<file path="src/wdit_pkg.sv">
// package: watchdog interval timer constants and types
package wdit_pkg;

    // ==========================================================
    // register map
    localparam logic [31:0] WDIT_ADDR_CONTROL = 32'h01d3_0000;
    localparam logic [31:0] WDIT_ADDR_RELOAD  = 32'h01d3_0004;
    localparam logic [31:0] WDIT_ADDR_COUNT   = 32'h01d3_0008;

    // ==========================================================
    // reset values
    localparam logic [15:0] WDIT_CONTROL_RST = 16'h8021;
    localparam logic [15:0] WDIT_RELOAD_RST  = 16'h8000;
    localparam logic [15:0] WDIT_COUNT_RST   = 16'h8000;

    // ==========================================================
    // control field positions
    localparam int WDIT_PRE_MSB    = 15;
    localparam int WDIT_PRE_LSB    = 8;
    localparam int WDIT_EN_BIT     = 5;
    localparam int WDIT_SEL_MSB    = 4;
    localparam int WDIT_SEL_LSB    = 3;
    localparam int WDIT_IRQ_EN_BIT = 2;
    localparam int WDIT_RST_EN_BIT = 0;
    // writable bits: reserved 7:6 and 1 read as zero
    localparam logic [15:0] WDIT_CONTROL_MASK = 16'hff3d;

    // ==========================================================
    // timing
    localparam int WDIT_RESET_CYCLES = 128;

    // ==========================================================
    // divider selection codes
    typedef enum logic [1:0] {
        WDIT_DIV16  = 2'b00,
        WDIT_DIV32  = 2'b01,
        WDIT_DIV64  = 2'b10,
        WDIT_DIV128 = 2'b11
    } wdit_div_t;

    // register bus request
    typedef struct packed {
        logic [31:0] addr;
        logic [31:0] wdata;
        logic        wr;
        logic        rd;
    } wdit_bus_req_t;

endpackage : wdit_pkg

</file>
<file path="src/wdit_top.sv">
// module: watchdog interval timer with register port
// Operation
// - expiry with reset enabled: 128-cycle reset
// - 16-bit counter doubles as interval timer
// - tick from clock via prescaler, divider
// - prescaler bits 15:8, period (p+1)*div
// - select bits 4:3, code 00 divides 16
// - enabling never loads reload into count
// - time-out reloads count from reload register
// - debug acknowledge blocks reset output
// - bit 5 enables counting, resets 1
// - bit 2 enables interrupt, resets 0
// - bit 0 enables reset, resets 1
// - control resets to 0x8021
// - reload register 16 bits, resets 0x8000
// - count register read/write, resets 0x8000
//
// Local design decision: the address-and-strobe port.
module wdit_top
#(
    parameter int RESET_CYCLES = wdit_pkg::WDIT_RESET_CYCLES
) (
    // clock and reset
    input  wire logic                   ref_clk,
    input  wire logic                   reset,
    // register port
    input  wire wdit_pkg::wdit_bus_req_t bus_req,
    output logic [31:0]                 bus_rdata,
    // core status
    input  wire logic                   debug_acknowledge,
    // outputs
    output logic                        wdt_irq,
    output logic                        wdt_reset
);
    import wdit_pkg::*;

    // ==========================================================
    // registers
    logic [15:0] watchdog_control;
    logic [15:0] watchdog_reload_value;
    logic [15:0] watchdog_current_count;
    logic [7:0]  pre_cnt;
    logic [6:0]  div_cnt;
    logic [7:0]  rst_cnt;
    logic        pre_tick;
    logic        tick;
    logic        timeout;
    logic [6:0]  div_last;
    logic        wr_ctl;
    logic        wr_rel;
    logic        wr_cnt;
    logic        ctl_en;
    logic        ctl_irq;
    logic        ctl_rst;
    logic [7:0]  ctl_pre;
    wdit_div_t   ctl_sel;

    assign ctl_en  = watchdog_control[WDIT_EN_BIT];
    assign ctl_irq = watchdog_control[WDIT_IRQ_EN_BIT];
    assign ctl_rst = watchdog_control[WDIT_RST_EN_BIT];
    assign ctl_pre = watchdog_control[WDIT_PRE_MSB:WDIT_PRE_LSB];
    assign ctl_sel = wdit_div_t'(watchdog_control[WDIT_SEL_MSB:WDIT_SEL_LSB]);

    assign wr_ctl = bus_req.wr && (bus_req.addr == WDIT_ADDR_CONTROL);
    assign wr_rel = bus_req.wr && (bus_req.addr == WDIT_ADDR_RELOAD);
    assign wr_cnt = bus_req.wr && (bus_req.addr == WDIT_ADDR_COUNT);

    // ==========================================================
    // control register
    always_ff @(posedge ref_clk or posedge reset) begin
        if (reset) begin
            watchdog_control <= WDIT_CONTROL_RST;
        end else if (wr_ctl) begin
            watchdog_control <= bus_req.wdata[15:0] & WDIT_CONTROL_MASK;
        end
    end

    // ==========================================================
    // reload register
    always_ff @(posedge ref_clk or posedge reset) begin
        if (reset) begin
            watchdog_reload_value <= WDIT_RELOAD_RST;
        end else if (wr_rel) begin
            watchdog_reload_value <= bus_req.wdata[15:0];
        end
    end

    // ==========================================================
    // prescaler
    always_ff @(posedge ref_clk or posedge reset) begin
        if (reset) begin
            pre_cnt <= 8'h00;
        end else if (!ctl_en) begin
            pre_cnt <= 8'h00;
        end else if (pre_cnt >= ctl_pre) begin
            pre_cnt <= 8'h00;
        end else begin
            pre_cnt <= pre_cnt + 8'h01;
        end
    end
    assign pre_tick = ctl_en && (pre_cnt >= ctl_pre);

    // ==========================================================
    // divider
    always_comb begin
        unique case (ctl_sel)
            WDIT_DIV16:  div_last = 7'h0f;
            WDIT_DIV32:  div_last = 7'h1f;
            WDIT_DIV64:  div_last = 7'h3f;
            WDIT_DIV128: div_last = 7'h7f;
        endcase
    end

    always_ff @(posedge ref_clk or posedge reset) begin
        if (reset) begin
            div_cnt <= 7'h00;
        end else if (!ctl_en) begin
            div_cnt <= 7'h00;
        end else if (pre_tick) begin
            div_cnt <= (div_cnt >= div_last) ? 7'h00 : div_cnt + 7'h01;
        end
    end
    assign tick = pre_tick && (div_cnt >= div_last);

    // ==========================================================
    // down-counter
    // time-out when count at zero on tick
    assign timeout = tick && (watchdog_current_count == 16'h0000);

    always_ff @(posedge ref_clk or posedge reset) begin
        if (reset) begin
            watchdog_current_count <= WDIT_COUNT_RST;
        end else if (wr_cnt) begin
            watchdog_current_count <= bus_req.wdata[15:0];
        end else if (timeout) begin
            watchdog_current_count <= watchdog_reload_value;
        end else if (tick) begin
            watchdog_current_count <= watchdog_current_count - 16'h0001;
        end
    end

    // ==========================================================
    // interrupt pulse
    always_ff @(posedge ref_clk or posedge reset) begin
        if (reset) begin
            wdt_irq <= 1'b0;
        end else begin
            wdt_irq <= timeout && ctl_irq;
        end
    end

    // ==========================================================
    // reset pulse
    always_ff @(posedge ref_clk or posedge reset) begin
        if (reset) begin
            rst_cnt   <= 8'h00;
            wdt_reset <= 1'b0;
        end else if (timeout && ctl_rst && !debug_acknowledge
                     && !wdt_reset) begin
            rst_cnt   <= 8'(RESET_CYCLES - 1);
            wdt_reset <= 1'b1;
        end else if (wdt_reset) begin
            if (rst_cnt == 8'h00) begin
                wdt_reset <= 1'b0;
            end else begin
                rst_cnt <= rst_cnt - 8'h01;
            end
        end
    end

    // pulse length counter
    logic [8:0] rst_len;
    always_ff @(posedge ref_clk or posedge reset) begin
        if (reset) begin
            rst_len <= 9'h000;
        end else begin
            rst_len <= wdt_reset ? rst_len + 9'h001 : 9'h000;
        end
    end

    // ==========================================================
    // read data
    always_ff @(posedge ref_clk or posedge reset) begin
        if (reset) begin
            bus_rdata <= 32'h0000_0000;
        end else if (bus_req.rd) begin
            unique case (bus_req.addr)
                WDIT_ADDR_CONTROL: bus_rdata <= {16'h0000, watchdog_control};
                WDIT_ADDR_RELOAD:
                    bus_rdata <= {16'h0000, watchdog_reload_value};
                WDIT_ADDR_COUNT:
                    bus_rdata <= {16'h0000, watchdog_current_count};
                default:           bus_rdata <= 32'h0000_0000;
            endcase
        end else begin
            bus_rdata <= 32'h0000_0000;
        end
    end
endmodule // wdit_top

</file>
<file path="config.mk">
export PLATFORM = sky130hd
export DESIGN_NAME = wdit_top
export DESIGN_NICKNAME = d
export VERILOG_FILES = /design/src/wdit_pkg.sv /design/src/wdit_top.sv
export SDC_FILE = /design/constraint.sdc
export NUM_CORES = 1
export LEC_CHECK = 0
export ABC_AREA = 1
export BUFFER_PORTS_ARGS = -buffer_cell sky130_fd_sc_hd__buf_2
export CAP_MARGIN = 15
export CORE_MARGIN = 10
export CORE_UTILIZATION = 60
export CTS_CLUSTER_DIAMETER = 60
export DETAILED_ROUTE_END_ITERATION = 12
export PLACE_DENSITY_LB_ADDON = 0.1
export SLEW_MARGIN = 30
export SYNTH_ARGS = -nofsm -noshare
export SYNTH_HDL_FRONTEND = slang
export SYNTH_SLANG_ARGS = --single-unit
</file>
<file path="constraint.sdc">
create_clock -name ref_clk -period 4 [get_ports ref_clk]
set_clock_uncertainty 0.1 [all_clocks]
set_input_delay 0 -clock ref_clk [delete_from_list [all_inputs] [get_ports ref_clk]]
set_output_delay 0 -clock ref_clk [all_outputs]
set_load 0.005 [all_outputs]
</file>
After elaboration in Yosys (flattened, before gate mapping)
Index checks and enable logic that the tools add are counted.
Widths: inputs -> output; s select.
{ "op_classes": {"reduce_logical": 18, "eq_ne": 8, "add_sub_neg": 4, "n_mux": 17, "magnitude_cmp": 2} }
{ "op_table": {"columns": ["operator", "n"], "rows": [
  ["$eq 32x25->1 const B", 3],
  ["$mux 16", 3],
  ["$pmux 16 s3", 1],
  ["$mux 8", 5],
  ["$mux 32", 1],
  ["$pmux 7 s4", 1],
  ["$mux 7", 3],
  ["$logic_not 16->1", 1],
  ["$sub 16x1->16 const B", 1],
  ["$logic_and 1x1->1", 10],
  ["$add 8x1->8 const B", 1],
  ["$ge 8x8->1", 1],
  ["$logic_not 8->1", 1],
  ["$sub 8x1->8 const B", 1],
  ["$add 7x1->7 const B", 1],
  ["$ge 7x7->1", 1],
  ["$eq 2x2->1 const B", 2],
  ["$mux 1", 3],
  ["$reduce_bool 3->1", 1],
  ["$eq 2x1->1 const B", 1],
  ["$logic_not 1->1", 2],
  ["$logic_not 2->1", 1],
  ["$ne 2x1->1 const B", 1],
  ["$ne 2x2->1 const B", 1],
  ["other kinds (2)", 2]
]} }
{ "totals": {"ff_bits": 102} }

Longest topological paths before layout
{ "depth": {"ltp_word": 10, "mapped_depth": 16} }

Worst setup path before layout
Ideal clock, no wire load.
{ "synth_path": {"kind": "register to register", "startpoint": "register watchdog_control[15]", "endpoint": "register watchdog_current_count[12]", "setup_ns": 0.124, "arrival_time_ns": 1.962, "n_path_buf": 1, "stages_incl_launch_ff": 12, "path_slack_ns": 1.814, "path_cell_list": "dfstp_2 > inv_1 > ha_1 > nand2_1 > o21a_1 > a21oi_2 > nand2_1 > nand2_4 > inv_4 > buf_6 > nand2_1 > nand3_1"} }
{ "synth_via": {"elab_chain_len": 6} }
{ "synth_lines": {"columns": ["item", "line_no", "text"], "rows": [
  ["from (decl)", "wdit_top.sv:39", "logic [15:0] watchdog_control;"],
  ["from (signal assigned)", "wdit_top.sv:74", "watchdog_control <= bus_req.wdata[15:0] & WDIT_CONTROL_MASK;"],
  ["$ge 8x8->1 (*)", "wdit_top.sv:101", "assign pre_tick = ctl_en && (pre_cnt >= ctl_pre);"],
  ["$logic_and 1x1->1 (*)", "wdit_top.sv:101", null],
  ["$logic_and 1x1->1 (*)", "wdit_top.sv:123", "assign tick = pre_tick && (div_cnt >= div_last);"],
  ["$logic_and 1x1->1", "wdit_top.sv:128", "assign timeout = tick && (watchdog_current_count == 16'h0000);"],
  ["$mux 16", "wdit_top.sv:135", "end else if (timeout) begin"],
  ["$mux 16", "wdit_top.sv:133", "end else if (wr_cnt) begin"],
  ["to (signal assigned)", "wdit_top.sv:134", "watchdog_current_count <= bus_req.wdata[15:0];"],
  ["to (signal assigned)", "wdit_top.sv:136", "watchdog_current_count <= watchdog_reload_value;"],
  ["to (signal assigned)", "wdit_top.sv:138", "watchdog_current_count <= watchdog_current_count - 16'h0001;"],
  ["to (decl)", "wdit_top.sv:41", "logic [15:0] watchdog_current_count;"]
]} }
Mark *: on every way between the ends. The rest lies on a longest branch, timed or not.
A chain may end at the register's enable or synchronous reset.

Final worst setup path
Same ends and word-level chain as after synthesis.

==> out/metrics.yaml <==
critical_path:
  setup.worst_path.start_class: "flop"
  arrival_ns: 2.91
  worst_path_max_delay_cell: "dfstp_2"
  r2r_slack_ns: 1.28
  path_cells: "inv_1 -> ha_1 -> nand2_1 -> nor2_1 -> nand2_1 -> a21oi_2 -> nand2_1 -> nor2_2 -> nand3_1 -> nand3_1"
  crit_top_cell: "nand2_1"
  cpLargestDelayFamily: "simple AND/OR/NAND/NOR gates"
  cpPeakStageDelay_ns: 0.55
  cp.required_ns: 4.19
  crit_buf_inv: 1
  crit_type: "flop to flop"
  crit_fanout: 10
  worstSetupEndpointType: "flop"
cts:
  cts_buffers: 9
  cts_root_buffer: "clkbuf_8"
  clk_latency_ns: 0.36
  clkSinkCount: 86
  post_cts_buffers: 0
  clockBufferDepth: 2
  ctsResizeCount: 0
  cts_tree: "done"
  htree_levels: 3
  path_clk_slew_ns: 0.09
final_layout:
  nNetsFinal: 846
  diodes: 0
  area_delta_synth_final_pct: 15.6
  layout-drive-gt1-share_pct: 14.7
  fin_cells: 872
global_routing:
  antenna_found_initial: 0
  grt_pass1_vias: 4606
  grt_overflow: 0
  track_usage_pct: 22.0
  grt_pass1_wl_um: 22900
  grt_max_degree: 59
floorplan:
  coreArea_um2: 8180
  die_w_um: 112
  die_y_um: 112
  io_pins: 103
  rows: 33
  initial_core_util_pct: 61.6
  dieArea_um2: 12500
sta:
  worst_slew_pin_slew_ns: 0.853
  max_freq_ghz: 0.368
  period_needed_ns: 2.72
  relSlewSlack_pct: 42.8
  hold_viol_final: 0
  rsz0062_at_grt: "false"
  setup_viol: 0
  fin_setup_tns_ns: 0
  finalMaxSlewViolations: 0
  period_share_pct: 67.9
routing:
  drt-wirelength-per-cell_um: 15.9
  first_iter_violations: 383
  via_per_inst: 5.38
  antenna_left: 0
  vias: 4690
  dr.pass1.iters: 5
  drc_errors: 0
  wl_um: 13800
yosys:
  yosysSeqAreaShare_pct: 42.9
  syn-instance-count: 676
  synth.ff_latch_count: 86
  synth-edff-count: 0
  synthArstFlopShare_pct: 100
  synth_cell_types: 36
  yosys_warnings: 0
  avgSynthCellArea_um2: 7.44
  ys.flop_type: "dfrtp_1"
  synth_area_um2: 5030
job:
  max_cap_violations: 0
placed_design:
  portBuffers: 70
  dp_hpwl_um: 10400
  placed_cells: 838
  place_congestion: 0.979
power_and_ir_drop:
  max-vdd-ir-drop_v: 0.000152
  total_power_uw: 1650
  leakage_uw: 0.00290
  powerDensity_nw_per_um2: 283
outcome:
  run_status: "complete, no violations"
min_path:
  hold_class: "input pin to flop"
logic make-up (layout without fill, tap and decap cells):
family	after synthesis	in the layout	share of synthesized area, %
AND/OR/NAND/NOR	353	353	30.7
buffers and inverters	129	205	11.4
flip-flops	86	86	42.9
AO/OA/AOI/OAI	70	70	7.29
XOR/XNOR	21	21	3.65
adder cells (fa/ha/maj)	15	15	3.73
other	1	16	0.0745
multiplexers	1	1	0.199
flip-flops by register name (all words and copies together) (netlist names):
register and count:
watchdog_reload_value 16, pre_cnt 8, bus_rdata 16, watchdog_current_count 16, wdt_reset 1, wdt_irq 1, div_cnt 7, rst_cnt 8
watchdog_control 13
through the flow:
step | hold WS (ns) | cell area [µm²] | worst slack [ns] | util, %
floorplan | 0.0268 | 5090 | 1.69 | -
global placement | 0.148 | 5400 | 1.23 | 66.0
detailed placement | -0.0144 | 5400 | 1.17 | 66.1
CTS | 0.0373 | 5810 | 1.35 | 71.1
global route | 0.0612 | 5820 | 1.12 | 71.2
finish | 0.0468 | 5820 | 1.28 | 71.2
cell usage after synthesis (2+ instances only):
cell type / number / share of area, %
a21oi_1: 9 / 0.90
and3_1: 3 / 0.37
buf_2: 5 / 0.50
buf_4: 20 / 3.0
clkbuf_1: 6 / 0.45
dfrtp_1: 81 / 40
dfstp_2: 5 / 2.6
ha_1: 15 / 3.7
inv_1: 95 / 7.1
nand2_1: 151 / 11
nand2_2: 4 / 0.50
nand3_1: 64 / 6.4
nand3b_1: 4 / 0.60
nand4_1: 16 / 2.0
nor2_1: 92 / 6.9
nor2_2: 3 / 0.37
nor3_1: 8 / 0.80
nor3b_1: 2 / 0.30
o21ai_0: 52 / 5.2
o22ai_1: 6 / 0.75
xnor2_1: 5 / 0.87
xor2_1: 16 / 2.8
routing by layer:
layer  track usage, %  wire [µm]  vias to the layer above
met2             35.4       6690                      186
met5                0          0                        -
li1                 -          -                     2289
met3             4.83        983                       33
met4             8.40        330                        0
met1             28.4       5830                     2182
what timing repair did:
item | in CTS | in global routing
hold buffers | 18 | 0
endpoints found under the setup margin | 0 | 0
endpoints found under the hold margin | 103 | 0
worst register-to-register path, cell delays in order (launching register included):
cell	delay, ns
dfstp_2	0.55
inv_1	0.06
ha_1	0.29
nand2_1	0.07
nor2_1	0.12
nand2_1	0.12
a21oi_2	0.46
nand2_1	0.23
nor2_2	0.41
nand3_1	0.14
nand3_1	0.10
where the power goes:
part	internal [µW]	switching, µW
sequential	869	0.00000507
combinational	34.0	45.3
clock	372	325
total	1270	371
path summary, 6_finish.rpt:
check | from | endpoint | cells after the start
max | watchdog_control[15] | watchdog_current_count[12] | 10
min | bus_req[0] | bus_rdata[4] | 3
max reg2reg | watchdog_control[15] | watchdog_current_count[12] | 10
min reg2reg | watchdog_current_count[0] | watchdog_current_count[0] | 2
max in group asynchronous | reset | watchdog_control[0] | 4
min in group asynchronous | reset | bus_rdata[10] | 3
cell type report:
type,instances,area [µm²]
timing repair buffer,92,561
multi-input combinational,476,2370
inverter,97,372
clock buffer,10,138
clock inverter,6,92.6
sequential,86,2160
tap,105,131
fill,714,2360
cells in the final DEF (no fill, tap or decap), types with 2 or more instances in the layout:
| cell | netlist | layout |
|---|---|---|
| clkinvlp_4 | 0 | 2 |
| conb_1 | 1 | 16 |
| xnor2_1 | 5 | 5 |
| nand3b_1 | 4 | 4 |
| clkinv_4 | 0 | 2 |
| inv_1 | 95 | 94 |
| nor3b_1 | 2 | 2 |
| nand2_1 | 151 | 151 |
| nand4_1 | 16 | 16 |
| clkbuf_8 | 0 | 10 |
| dfrtp_1 | 81 | 81 |
| nor2_1 | 92 | 92 |
| nor3_1 | 8 | 8 |
| xor2_1 | 16 | 16 |
| dlygate4sd3_1 | 0 | 18 |
| nand3_2 | 1 | 2 |
| o22ai_1 | 6 | 6 |
| and3_1 | 3 | 3 |
| dfstp_2 | 5 | 5 |
| o21ai_0 | 52 | 52 |
| nand2_2 | 4 | 4 |
| ha_1 | 15 | 15 |
| buf_2 | 5 | 70 |
| a21oi_1 | 9 | 9 |
| buf_4 | 20 | 4 |
| bufinv_16 | 0 | 2 |
| nand3_1 | 64 | 63 |
| nor2_2 | 3 | 3 |
No activity file was read; power rests on OpenSTA's default activity.
